--- src/dsf_defs.vh ---
// constants for the board status flag block
`ifndef DSF_DEFS_VH
`define DSF_DEFS_VH
`define DSF_AW              5
`define DSF_OFF_STATUS_ONE  5'h18
`define DSF_OFF_ADC_BUSY    5'h1a
`define DSF_OFF_TMR_CLR     5'h02
`define DSF_OFF_DAC_CLR     5'h04
`define DSF_OFF_CAL_STROBE  5'h06
`define DSF_OFF_MODE        5'h0a
`define DSF_OFF_IRQ_STAT    5'h0c
`define DSF_OFF_IRQ_MASK    5'h0e
`define DSF_BIT_TMR_REQ     7
`define DSF_BIT_SEQ_DONE    6
`define DSF_BIT_NOT_FULL    5
`define DSF_BIT_BELOW_HALF  4
`define DSF_BIT_NOT_EMPTY   3
`define DSF_BIT_ROM_DATA    2
`define DSF_BIT_ROM_DESEL   1
`define DSF_BIT_CFG_NEMPTY  0
`define DSF_BIT_MODE_DMA    0
`define DSF_BIT_MODE_IRQEN  1
`define DSF_BIT_MODE_DACEN  2
`define DSF_IRQ_W           3
`define DSF_IRQ_TMR         0
`define DSF_IRQ_SEQ         1
`define DSF_IRQ_CAL         2
`define DSF_MODE_RST        3'h0
`define DSF_MASK_RST        3'h0
`define DSF_CLK_HZ          40000000
`define DSF_CAL_TIME_MS     1250
`define DSF_CAL_CYCLES      ((`DSF_CLK_HZ / 1000) * `DSF_CAL_TIME_MS)
`endif

--- src/dsf_status_top.v ---
// board status flag registers with timer request and sequence done events
//
// Added by the designer: the plain strobed port.
`timescale 1ns/1ps
`default_nettype none
`include "dsf_defs.vh"
module dsf_status_top #(
   parameter CAL_CYCLES = `DSF_CAL_CYCLES,
   parameter MODE_BITS  = 3
) (
   input  wire                 mclk_i,
   input  wire                 rst_b_i,
   input  wire [`DSF_AW-1:0]   addr_i,
   input  wire [15:0]          wdata_i,
   input  wire                 wr_i,
   input  wire                 rd_i,
   output reg  [15:0]          rdata_o,
   output reg                  irq_o,
   input  wire                 timer_tick_i,
   input  wire                 dac_write_i,
   input  wire                 seq_running_i,
   input  wire                 seq_end_i,
   input  wire                 fifo_full_i,
   input  wire                 fifo_half_i,
   input  wire                 fifo_empty_i,
   input  wire                 cfg_mem_empty_i,
   input  wire                 adc_converting_i,
   input  wire                 cal_rom_select_cmd_i,
   input  wire                 sclk_i,
   input  wire                 sdata_in_i,
   input  wire [MODE_BITS-1:0] legal_mode_i,
   input  wire                 rom_sdo_i,
   output reg                  rom_cs_o,
   output reg                  out_data_req_o,
   output reg                  cal_start_o,
   output reg                  adc_busy_n_o
);
   reg                   rst_s1_q;
   reg                   rst_s2_q;
   reg [2:0]             mode_q;
   reg [`DSF_IRQ_W-1:0]  irq_stat_q;
   reg [`DSF_IRQ_W-1:0]  irq_mask_q;
   reg                   timer_request_flag_q;
   reg                   output_sequence_done_q;
   reg                   seq_end_q;
   reg [`DSF_IRQ_W-1:0]  ev;
   reg [15:0]            status_one;
   reg [15:0]            rd_d;
   wire                  rst_n = rst_s2_q;
   wire                  cal_busy;
   wire                  cal_done;
   wire                  rom_cs;
   wire                  rom_data;
   wire                  out_fifo_not_full   = ~fifo_full_i;
   wire                  out_fifo_below_half = ~fifo_half_i;
   wire                  out_fifo_not_empty  = ~fifo_empty_i;
   wire                  chan_cfg_not_empty  = ~cfg_mem_empty_i;
   wire                  dma_mode = mode_q[`DSF_BIT_MODE_DMA];
   wire wr_tmr = wr_i && addr_i == `DSF_OFF_TMR_CLR;
   wire wr_dac = wr_i && addr_i == `DSF_OFF_DAC_CLR;
   wire wr_cal = wr_i && addr_i == `DSF_OFF_CAL_STROBE;
   wire ready_for_data = out_fifo_not_full & out_fifo_below_half;
   wire tmr_set = mode_q[`DSF_BIT_MODE_DACEN] & ready_for_data & timer_tick_i;

   always @(posedge mclk_i or negedge rst_b_i) begin
      if (!rst_b_i) begin
         rst_s1_q <= 1'b0;
         rst_s2_q <= 1'b0;
      end else begin
         rst_s1_q <= 1'b1;
         rst_s2_q <= rst_s1_q;
      end
   end

   dsf_cal_timer #(
      .CAL_CYCLES (CAL_CYCLES)
   ) u_cal (
      .mclk_i  (mclk_i),
      .rst_b_i (rst_n),
      .start_i (wr_cal),
      .busy_o  (cal_busy),
      .done_o  (cal_done)
   );

   dsf_rom_guard #(
      .MODE_BITS (MODE_BITS)
   ) u_rom (
      .mclk_i               (mclk_i),
      .rst_b_i              (rst_n),
      .cal_rom_select_cmd_i (cal_rom_select_cmd_i),
      .sclk_i               (sclk_i),
      .sdata_in_i           (sdata_in_i),
      .legal_mode_i         (legal_mode_i),
      .rom_sdo_i            (rom_sdo_i),
      .rom_cs_o             (rom_cs),
      .rom_data_o           (rom_data)
   );

   always @* begin
      ev = {`DSF_IRQ_W{1'b0}};
      ev[`DSF_IRQ_TMR] = tmr_set;
      ev[`DSF_IRQ_SEQ] = seq_end_i & ~seq_end_q;
      ev[`DSF_IRQ_CAL] = cal_done;
   end

   always @(posedge mclk_i or negedge rst_n) begin
      if (!rst_n) begin
         mode_q                 <= `DSF_MODE_RST;
         irq_mask_q             <= `DSF_MASK_RST;
         irq_stat_q             <= {`DSF_IRQ_W{1'b0}};
         timer_request_flag_q   <= 1'b0;
         output_sequence_done_q <= 1'b0;
         seq_end_q              <= 1'b0;
      end else begin
         seq_end_q <= seq_end_i;
         if (wr_i && addr_i == `DSF_OFF_MODE)
            mode_q <= wdata_i[2:0];
         if (wr_i && addr_i == `DSF_OFF_IRQ_MASK)
            irq_mask_q <= wdata_i[`DSF_IRQ_W-1:0];
         // set wins over a clear in the same cycle
         if (tmr_set)
            timer_request_flag_q <= 1'b1;
         else if (!dma_mode && wr_tmr)
            timer_request_flag_q <= 1'b0;
         else if (dma_mode && dac_write_i)
            timer_request_flag_q <= 1'b0;
         if (seq_running_i)
            output_sequence_done_q <= 1'b0;
         else if (seq_end_i)
            output_sequence_done_q <= 1'b1;
         begin : stat_upd
            reg [`DSF_IRQ_W-1:0] clr;
            clr = {`DSF_IRQ_W{1'b0}};
            if (wr_i && addr_i == `DSF_OFF_IRQ_STAT)
               clr = wdata_i[`DSF_IRQ_W-1:0];
            if (wr_tmr || wr_dac)
               clr[`DSF_IRQ_SEQ] = 1'b1;
            if (wr_tmr)
               clr[`DSF_IRQ_TMR] = 1'b1;
            irq_stat_q <= (irq_stat_q & ~clr) | ev;
         end
      end
   end

   always @* begin
      status_one = 16'h0;
      status_one[`DSF_BIT_TMR_REQ]    = timer_request_flag_q;
      status_one[`DSF_BIT_SEQ_DONE]   = output_sequence_done_q;
      status_one[`DSF_BIT_NOT_FULL]   = out_fifo_not_full;
      status_one[`DSF_BIT_BELOW_HALF] = out_fifo_below_half;
      status_one[`DSF_BIT_NOT_EMPTY]  = out_fifo_not_empty;
      status_one[`DSF_BIT_ROM_DATA]   = rom_data;
      // the registered pin copy, so the bit matches what the rom really sees
      status_one[`DSF_BIT_ROM_DESEL]  = rom_cs_o;
      status_one[`DSF_BIT_CFG_NEMPTY] = chan_cfg_not_empty;
      rd_d = 16'h0;
      case (addr_i)
         `DSF_OFF_STATUS_ONE: rd_d = status_one;
         `DSF_OFF_ADC_BUSY:   rd_d = {15'h0, ~(adc_converting_i | cal_busy)};
         `DSF_OFF_MODE:       rd_d = {13'h0, mode_q};
         `DSF_OFF_IRQ_STAT:   rd_d = {13'h0, irq_stat_q};
         `DSF_OFF_IRQ_MASK:   rd_d = {13'h0, irq_mask_q};
         default:             rd_d = 16'h0;
      endcase
   end

   always @(posedge mclk_i or negedge rst_n) begin
      if (!rst_n) begin
         rdata_o        <= 16'h0;
         irq_o          <= 1'b0;
         rom_cs_o       <= 1'b0;
         out_data_req_o <= 1'b0;
         cal_start_o    <= 1'b0;
         adc_busy_n_o   <= 1'b1;
      end else begin
         rdata_o <= rd_i ? rd_d : 16'h0;
         // level irq; mode irq enable gates the done event too
         irq_o <= |(irq_stat_q & irq_mask_q) & mode_q[`DSF_BIT_MODE_IRQEN];
         rom_cs_o <= rom_cs;
         // requests hold while the timer request flag is set, dac enable is on and the fifo is not full
         out_data_req_o <= timer_request_flag_q & out_fifo_not_full &
                           mode_q[`DSF_BIT_MODE_DACEN];
         cal_start_o  <= wr_cal;
         adc_busy_n_o <= ~(adc_converting_i | cal_busy);
      end
   end
endmodule
`default_nettype wire

--- src/dsf_cal_timer.v ---
// self-calibration busy timer
`timescale 1ns/1ps
`default_nettype none
module dsf_cal_timer #(
   parameter CAL_CYCLES = 50000000
) (
   input  wire mclk_i,
   input  wire rst_b_i,
   input  wire start_i,
   output reg  busy_o,
   output reg  done_o
);
   reg [31:0] cnt_q;

   always @(posedge mclk_i or negedge rst_b_i) begin
      if (!rst_b_i) begin
         cnt_q  <= 32'h0;
         busy_o <= 1'b0;
         done_o <= 1'b0;
      end else begin
         done_o <= 1'b0;
         // a restart while busy begins the full interval again
         if (start_i) begin
            cnt_q  <= CAL_CYCLES[31:0] - 32'h1;
            busy_o <= 1'b1;
         end else if (busy_o) begin
            if (cnt_q == 32'h0) begin
               busy_o <= 1'b0;
               done_o <= 1'b1;
            end else begin
               cnt_q <= cnt_q - 32'h1;
            end
         end
      end
   end
endmodule
`default_nettype wire

--- src/dsf_rom_guard.v ---
// calibration rom select protection and serial data capture
`timescale 1ns/1ps
`default_nettype none
module dsf_rom_guard #(
   parameter MODE_BITS = 3
) (
   input  wire mclk_i,
   input  wire rst_b_i,
   input  wire cal_rom_select_cmd_i,
   input  wire sclk_i,
   input  wire sdata_in_i,
   input  wire [MODE_BITS-1:0] legal_mode_i,
   input  wire rom_sdo_i,
   output reg  rom_cs_o,
   output reg  rom_data_o
);
   reg                 sclk_q;
   reg [MODE_BITS-1:0] shift_q;
   reg [7:0]           nbits_q;
   reg                 fault_q;
   wire                rise = sclk_i & ~sclk_q;

   always @(posedge mclk_i or negedge rst_b_i) begin
      if (!rst_b_i) begin
         sclk_q     <= 1'b0;
         shift_q    <= {MODE_BITS{1'b0}};
         nbits_q    <= 8'h0;
         fault_q    <= 1'b0;
         rom_cs_o   <= 1'b0;
         rom_data_o <= 1'b0;
      end else begin
         sclk_q <= sclk_i;
         if (rise && !cal_rom_select_cmd_i) begin
            // select low with a clock pulse clears the bit count; a latched mode fault clears only on a second such pulse
            fault_q <= 1'b0;
            nbits_q <= 8'h0;
            rom_cs_o <= 1'b0;
         end else if (rise && rom_cs_o) begin
            rom_data_o <= rom_sdo_i;
            if (nbits_q < MODE_BITS) begin
               shift_q <= {shift_q[MODE_BITS-2:0], sdata_in_i};
               nbits_q <= nbits_q + 8'h1;
            end
         end
         if (nbits_q == MODE_BITS && shift_q != legal_mode_i)
            fault_q <= 1'b1;
         rom_cs_o <= cal_rom_select_cmd_i & ~fault_q &
                     ~(nbits_q == MODE_BITS && shift_q != legal_mode_i);
      end
   end
endmodule
`default_nettype wire

--- config.mk ---
export PLATFORM = sky130hd
export DESIGN_NAME = dsf_status_top
export DESIGN_NICKNAME = d
export VERILOG_FILES = /design/src/dsf_status_top.v /design/src/dsf_cal_timer.v /design/src/dsf_rom_guard.v
export VERILOG_INCLUDE_DIRS = /design/src /design/src/src
export SDC_FILE = /design/constraint.sdc
export NUM_CORES = 1
export LEC_CHECK = 0
export ABC_AREA = 1
export BUFFER_PORTS_ARGS = -buffer_cell sky130_fd_sc_hd__buf_4
export CAP_MARGIN = 20
export CORE_MARGIN = 2
export CORE_UTILIZATION = 30
export DETAILED_ROUTE_END_ITERATION = 10
export GPL_ROUTABILITY_DRIVEN = 0
export HOLD_SLACK_MARGIN = 0.03
export PLACE_DENSITY_LB_ADDON = 0.05
export SLEW_MARGIN = 25
export SYNTH_ARGS = -nofsm -noshare
export SYNTH_HDL_FRONTEND = slang
export SYNTH_SLANG_ARGS = --single-unit
--- constraint.sdc ---
create_clock -name mclk_i -period 5.3 [get_ports mclk_i]
set_clock_uncertainty 0.15 [all_clocks]
set_input_delay 1.06 -clock mclk_i [delete_from_list [all_inputs] [get_ports mclk_i]]
set_output_delay 1.06 -clock mclk_i [all_outputs]
set_load 0.005 [all_outputs]
==> qor.txt, run 1 <==
Gate power share -> 20.2%
# rows -> 42
CP Data Required Time -> 5420 ps
Antenna Nets Post-Route -> 0
Final HPWL DP -> 7.20 mm
Power Density -> 357 mW/mm^2
Longest Clk Path Bufs -> 2
Critical R2R Capture -> u_cal.cnt_q[9]
Crit Path Class -> input pin to flip-flop
setup bufs post-CTS -> 0
syn_area_per_cell -> 7.44 um^2
Die Area -> 0.0145 mm^2
final worst slack -> 2440 ps
f_max -> 0.349 GHz
Starting Density -> 30.7%
Slew Limit Fails -> 0
Seq pwr share -> 45.7%
first-pass detailed-route iteration total -> 4
Synth Register Bits -> 76
Num CTS Buffers -> 9
diode count -> 0
clock power share -> 34.1%
sequential area share after synthesis -> 46.8%
die height -> 120 um
Overflow after GRT -> 0
synthesized instance count -> 547
R2R setup slack -> 3020 ps
CP max-delay cell -> nand3_2
Pint -> 1.15 mW
final cycle utilization of the critical path -> 54.0%
Setup Total Neg Slack -> 0 ps
clk sink count -> 76
DRC violations left -> 0
CP Capture Type -> flip-flop
CTS resizes -> 0
Syn. warnings -> 0
vias in the first global route -> 3410
Sw Pwr -> 0.576 mW
commonest cells in the netlist -> 159 x nand2_1, 96 x nor2_1, 75 x dfrtp_1
H-tree depth -> 3
Cell Chain, Critical Path -> buf_4 > nor2_2 > nand3_2 > nand2_1 > nand2_8 > inv_4 > nand2_1 > o21ai_2
io pins -> 62
clock latency on the worst-skew pair -> 340 ps
P&R area growth vs syn -> 18.5%
GR Util All Layers -> 15.1%
Worst EP arrival -> 2980 ps
total power -> 1.72 mW
worst-path fanout max -> 37
Critical Path Max Stage Delay -> 530 ps
first-pass GRT wire length -> 17.0 mm
Via Count -> 3444
largest net degree at the start of global routing -> 75
final wirelength -> 9.99 mm
synth unique cells -> 35
Max-Cap Viols -> 0
Setup violations, final -> 0
Die Width -> 120 um
ys async rst share -> 100%
WHS -> 182 ps
post-synth top area share -> 46.1%
worst min path class -> flip-flop to async pin
cts-stage hold buffer count -> 0
Post-DP Area -> 0.00452 mm^2
reg2reg path depth -> 9
outcome -> finished, final reports clean
Leakage -> 2.41 nW
Worst Tran Pin Value -> 920 ps
final hold vios -> 0
drt initial violations -> 177
Root Driver -> clkbuf_16
core area -> 0.0132 mm^2
PortBufs -> 40
Primary FF master, synth -> dfrtp_1
Fillers -> 1430
maximum vdd drop -> 161 uV
Wirelength per Cell -> 12.9 um
clock transition at the registers of the reported paths -> 60 ps
Post-synth EDFFs -> 0
min Tclk post-route -> 2860 ps
top-count cell post-synth -> nand2_1
detailed-route vias per instance -> 4.46
pre-CTS WS -> 1980 ps
CTS tree -> yes
Worst path most repeated cell -> nand2_1
# nets final -> 635
fraction of layout cells with a size suffix above 1 -> 13.4%
Startpoint Class -> input pin
Synth area leaders -> dfrtp_1 46%, nand2_1 15%, nor2_1 8.9%
Rel. slew slack -> 38.4%
mapped cell area -> 0.00407 mm^2
antenna violations before repair -> 0
RSZ-0062 raised after global routing -> false
Design Area, Final -> 0.00482 mm^2
start of the worst register-to-register path -> u_cal.cnt_q[0]
Yosys top cell by area -> dfrtp_1
sw frac -> 33.5%
## power by group through the flow
stage | clock (mW) | sequential, mW | combinational [mW]
floorplan | 0 | 0.766 | 0.270
finish | 0.586 | 0.786 | 0.348
global route | 0.629 | 0.804 | 0.410
CTS | 0.608 | 0.792 | 0.347
global placement | 0 | 0.801 | 0.338
detailed placement | 0 | 0.802 | 0.346
## cell usage in the layout, fill, tap and decap left out
cell / count
nand2_1: 159
nor2_1: 96
dfrtp_1: 74
inv_1: 61
buf_4: 40
nand3_1: 39
o21ai_0: 24
nand4_1: 14
o21ai_1: 10
conb_1: 9
clkbuf_16: 9
xor2_1: 7
nor2_2: 6
o21ai_2: 6
nand3b_1: 5
xnor2_1: 4
a21oi_1: 4
inv_6: 3
inv_2: 2
nor3b_1: 2
nor2_4: 2
ha_1: 2
clkinv_4: 2
nand3_2: 1
a31oi_1: 1
a41oi_1: 1
o2bb2ai_1: 1
o22ai_1: 1
nand2_2: 1
nand2_4: 1
nand2_8: 1
inv_4: 1
nor3_1: 1
o21bai_1: 1
a21o_1: 1
dfstp_2: 1
clkinv_2: 1
clkinvlp_4: 1
buf_12: 1
dfrtp_4: 1
## state kept, by name (all words and copies together), names as in the netlist, 3 cells and up
| signal | count |
|---|---|
| u_cal.cnt_q | 32 |
| mode_q | 3 |
| u_rom.nbits_q | 8 |
| u_rom.shift_q | 3 |
| irq_stat_q | 3 |
| irq_mask_q | 3 |
| rdata_o | 8 |
## cell type report
cell class                      count  area, um^2  area share (%)
Multi-Input combinational cell    400        1850            38.3
Inverter                           64         243            5.04
Clock buffer                        9         225            4.67
Timing Repair Buffer               41         320            6.65
Tap cell                          176         220            4.57
Sequential cell                    76        1910            39.6
Clock inverter                      7        56.3            1.17
## layer usage
layer / GRT usage (%) / vias up / routed length, um
met5: 0 / - / 0
met4: 6.32 / 0 / 178
met3: 2.97 / 10 / 373
met2: 22.3 / 56 / 4290
met1: 21.5 / 1578 / 5150
li1: - / 1800 / -
## logic make-up after synthesis
group | count (synthesis) | share of synthesized area, %
xor gates and xnor gates | 11 | 2.37
other | 2 | 0.185
adders and majority gates | 2 | 0.615
buffers and inverters | 78 | 8.46
DFF | 76 | 46.8
AOI/OAI and AO/OA | 50 | 7.07
and+or+nand+nor | 328 | 34.5
## per-stage QoR
stage                     std cells  utilization (%)
after detailed placement        756             34.1
after global routing            773             36.4
after CTS                       772             36.2
after global placement          756             34.1
after floorplan                 554                -
final                           773             36.4
## worst max-delay path by stage
stage | start | cells past startpoint | slack [ps] | to
after detailed placement | addr_i[4] | 7 | 1980 | u_cal.cnt_q[1]
after global routing | addr_i[4] | 10 | 2160 | u_cal.cnt_q[17]
after floorplan | rst_n | 0 | 2880 | cal_start_o
final | addr_i[4] | 8 | 2440 | u_cal.cnt_q[19]
after CTS | addr_i[4] | 8 | 2360 | u_cal.cnt_q[19]
after global placement | addr_i[4] | 7 | 2030 | u_cal.cnt_q[1]
## critical path, delay by kind of cell
| kind | cells | cell delay, ps |
|---|---|---|
| AO/OA/AOI/OAI | 1 | 60 |
| buffers and inverters | 2 | 380 |
| AND/OR/NAND/NOR | 5 | 1470 |
Power figures use the tool's default switching activity.
==> run 2: changes to the inputs <==
--- a/config.mk
+++ b/config.mk
@@ -6,7 +6,7 @@
 export SDC_FILE = /design/constraint.sdc
 export NUM_CORES = 1
 export LEC_CHECK = 0
-export ABC_AREA = 1
+export ABC_AREA = 0
 export BUFFER_PORTS_ARGS = -buffer_cell sky130_fd_sc_hd__buf_4
 export CAP_MARGIN = 20
 export CORE_MARGIN = 2
==> constraint.sdc (replaced) <==
create_clock -name mclk_i -period 2.5 [get_ports mclk_i]
set_clock_uncertainty 0.15 [all_clocks]
set_input_delay 0.5 -clock mclk_i [delete_from_list [all_inputs] [get_ports mclk_i]]
set_output_delay 0.5 -clock mclk_i [all_outputs]
set_load 0.005 [all_outputs]
==> qor.txt, run 2 <==
outcome -> finished, final reports clean (unchanged)
Leakage -> 2.12 nW (was 2.41 nW)
most flop-heavy register -> u_cal.cnt_q (unchanged)
ys async rst share -> 100% (unchanged)
Cell Chain, Critical Path -> or4_4 > or4_4 > nor3_4 > buf_12 > a211oi_4 > a21o_1 > a21o_1 (was buf_4 > nor2_2 > nand3_2 > nand2_1 > nand2_8 > inv_4 > nand2_1 > o21ai_2)
Critical R2R Capture -> u_cal.cnt_q[19] (was u_cal.cnt_q[9])
io pins -> 62 (unchanged)
top-count cell post-synth -> dfrtp_1 (was nand2_1)
# nets final -> 465 (was 635)
mapped cell area -> 0.00358 mm^2 (was 0.00407 mm^2)
commonest cells after routing, fill and taps aside -> 80 x buf_4, 74 x dfrtp_1, 32 x nor2_1 (was 159 x nand2_1, 96 x nor2_1, 74 x dfrtp_1)
post-synth top area share -> 52.4% (was 46.1%)
Worst EP arrival -> 2570 ps (was 2980 ps)
CP top delay family -> simple AND/OR/NAND/NOR gates (unchanged)
antenna violations before repair -> 0 (unchanged)
drt initial violations -> 108 (was 177)
Startpoint Class -> flip-flop (was input pin)
Rel. slew slack -> 66.8% (was 38.4%)
Setup crit start -> u_cal.cnt_q[24] (was addr_i[4])
P&R area growth vs syn -> 33.8% (was 18.5%)
CTS tree -> yes (unchanged)
syn_area_per_cell -> 10.7 um^2 (was 7.44 um^2)
synth unique cells -> 55 (was 35)
die height -> 113 um (was 120 um)
Critical Path Max Stage Delay -> 540 ps (was 530 ps)
Yosys top cell by area -> dfrtp_1 (unchanged)
Die Width -> 113 um (was 120 um)
Via Count -> 2731 (was 3444)
Num CTS Buffers -> 9 (unchanged)
Post-synth EDFFs -> 0 (unchanged)
Fillers -> 1125 (was 1430)
Primary FF master, synth -> dfrtp_1 (unchanged)
Final HPWL DP -> 5.83 mm (was 7.20 mm)
maximum vdd drop -> 373 uV (was 161 uV)
XOR/XNOR Fraction of Synth Area -> 7.33% (was 2.37%)
synthesized instance count -> 335 (was 547)
Crit Path Class -> flip-flop to flip-flop (was input pin to flip-flop)
max FFs per register -> 32 (unchanged)
Largest regs -> u_cal.cnt_q x32, rdata_o x8, u_rom.nbits_q x8 (unchanged)
core area -> 0.0115 mm^2 (was 0.0132 mm^2)
CP max-delay cell -> or4_4 (was nand3_2)
worst-path fanout max -> 7 (was 37)
Antenna Nets Post-Route -> 0 (unchanged)
GR Util All Layers -> 14.6% (was 15.1%)
CP Data Required Time -> 2590 ps (was 5420 ps)
Starting Density -> 31.1% (was 30.7%)
Die Area -> 0.0128 mm^2 (was 0.0145 mm^2)
final hold vios -> 0 (unchanged)
largest net degree at the start of global routing -> 45 (was 75)
first-pass detailed-route iteration total -> 4 (unchanged)
final design utilization -> 41.6% (was 36.4%)
Worst Tran Pin Value -> 485 ps (was 920 ps)
total power -> 3.49 mW (was 1.72 mW)
post-synthesis adder-cell area fraction -> 0.699% (was 0.615%)
Slew Limit Fails -> 0 (unchanged)
Wirelength per Cell -> 14.7 um (was 12.9 um)
reg2reg path depth -> 7 (was 9)
start of the worst register-to-register path -> u_cal.cnt_q[24] (was u_cal.cnt_q[0])
CP Capture Type -> flip-flop (unchanged)
f_max -> 0.403 GHz
diode count -> 0 (unchanged)
CP Depth -> 7 (was 8)
PortBufs -> 40 (unchanged)
detailed-route vias per instance -> 4.79 (was 4.46)
worst min path class -> flip-flop to async pin (unchanged)
WHS -> 124 ps (was 182 ps)
commonest cells in the netlist -> 75 x dfrtp_1, 34 x nor2_1, 27 x xnor2_1 (was 159 x nand2_1, 96 x nor2_1, 75 x dfrtp_1)
most common cell after layout, fill and taps aside -> buf_4 (was nand2_1)
Overflow after GRT -> 0 (unchanged)
Root Driver -> clkbuf_16 (unchanged)
Synth Register Bits -> 76 (unchanged)
vias in the first global route -> 2915 (was 3410)
sequential area share after synthesis -> 53.1% (was 46.8%)
Synth area leaders -> dfrtp_1 52%, xnor2_1 6.6%, mux2_2 4.4% (was dfrtp_1 46%, nand2_1 15%, nor2_1 8.9%)
# rows -> 39 (was 42)
min Tclk post-route -> 2480 ps
Syn. warnings -> 0 (unchanged)
Power Density -> 729 mW/mm^2 (was 357 mW/mm^2)
Setup violations, final -> 0 (unchanged)
placed cell count -> 549 (was 756)
Setup crit end -> u_cal.cnt_q[19] (unchanged)
Max-Cap Viols -> 0 (unchanged)
final cycle utilization of the critical path -> 99.2%
R2R setup slack -> 20 ps (was 3020 ps)
clock transition at the registers of the reported paths -> 60 ps (about the same)
H-tree depth -> 3 (unchanged)
clk sink count -> 76 (unchanged)
clock latency on the worst-skew pair -> 350 ps (was 340 ps)
final wirelength -> 8.36 mm (was 9.99 mm)
Buf+Inv Stages, Crit Path -> 1 (was 2)
Post-Layout Cell Count -> 570 (was 773)
Synth Area in Compound Gates -> 8.24% (was 7.07%)
RSZ-0062 raised after global routing -> true (was false)
first-pass GRT wire length -> 14.5 mm (was 17.0 mm)
combinational family with the most area after synthesis -> simple AND/OR/NAND/NOR gates (unchanged)
post-synthesis mux area share -> 4.40% (was 0%)
Longest Clk Path Bufs -> 2 (unchanged)
DRC violations left -> 0 (unchanged)
Synth Area in Simple Gates -> 22.1% (was 34.5%)
Setup Total Neg Slack -> 0 ps (unchanged)
fraction of layout cells with a size suffix above 1 -> 32.6% (was 13.4%)
[run 2: how the worst min path moves through the flow]
stage                        to  depth (start not counted)
6_report       u_rom.nbits_q[1]                          0
5_1_grt            u_rom.sclk_q                          1
4_1_cts            adc_busy_n_o                          2
3_5_place_dp           rst_s1_q                          1
3_3_place_gp           rst_s1_q                          1
2_1_floorplan             rst_n                          0
[run 2: power breakdown]
group          internal [mW]  total (mW)  switching [mW]
Clock                  0.905        1.44           0.534
Sequential              1.41        1.55           0.144
Combinational          0.276       0.504           0.228
[run 2: logic make-up (layout without fill, tap and decap cells)]
| kind of cell | count (synthesis) | after routing |
|---|---|---|
| compound gates | 44 | 44 |
| xor+xnor | 30 | 30 |
| fa+ha+maj | 2 | 2 |
| buf+inv | 24 | 109 |
| flops | 76 | 76 |
| mux | 14 | 14 |
| other cells | 2 | 9 |
| simple gates | 143 | 143 |
[run 2: final cells by class]
class / instances / area, um^2 / area share (%)
clock inverters: 5 / 83.8 / 1.75
clock buffers: 11 / 243 / 5.06
flip-flops and latches: 76 / 1910 / 39.8
repair buffers: 87 / 704 / 14.7
well taps: 143 / 179 / 3.73
inverters: 6 / 22.5 / 0.470
multi-input cells: 242 / 1650 / 34.5
[run 2: worst register-to-register path, delay by kind of cell, from the launching register on]
family	cells	cell delay (ps)
flops	1	380
compound gates	3	410
buf+inv	1	170
simple gates	3	1260
[run 2: timing repair]
action                                 CTS  global route
pin swaps                                4             2
endpoints found under the hold margin    2             0
setup buffers                            3             1
hold buffers                             1             0
setup endpoints to repair                6            24
resized for setup                        9            12
[run 2: metrics by stage]
| stage | worst slack, ps | instance area (um^2) |
|---|---|---|
| 2_1_floorplan | 11.5 | 3610 |
| 3_5_place_dp | -90.9 | 4320 |
| 5_1_grt | -78.8 | 4790 |
| 3_3_place_gp | -78.8 | 4320 |
| 6_report | 19.9 | 4790 |
| 4_1_cts | 6.75 | 4730 |
[run 2: routing by layer]
metal / GRT usage (%) / wire length, um / up-vias
met5: 0 / 0 / -
met4: 8.29 / 225 / 0
met3: 3.32 / 263 / 11
met2: 21.9 / 3780 / 40
met1: 19.5 / 4090 / 1334
li1: - / - / 1346
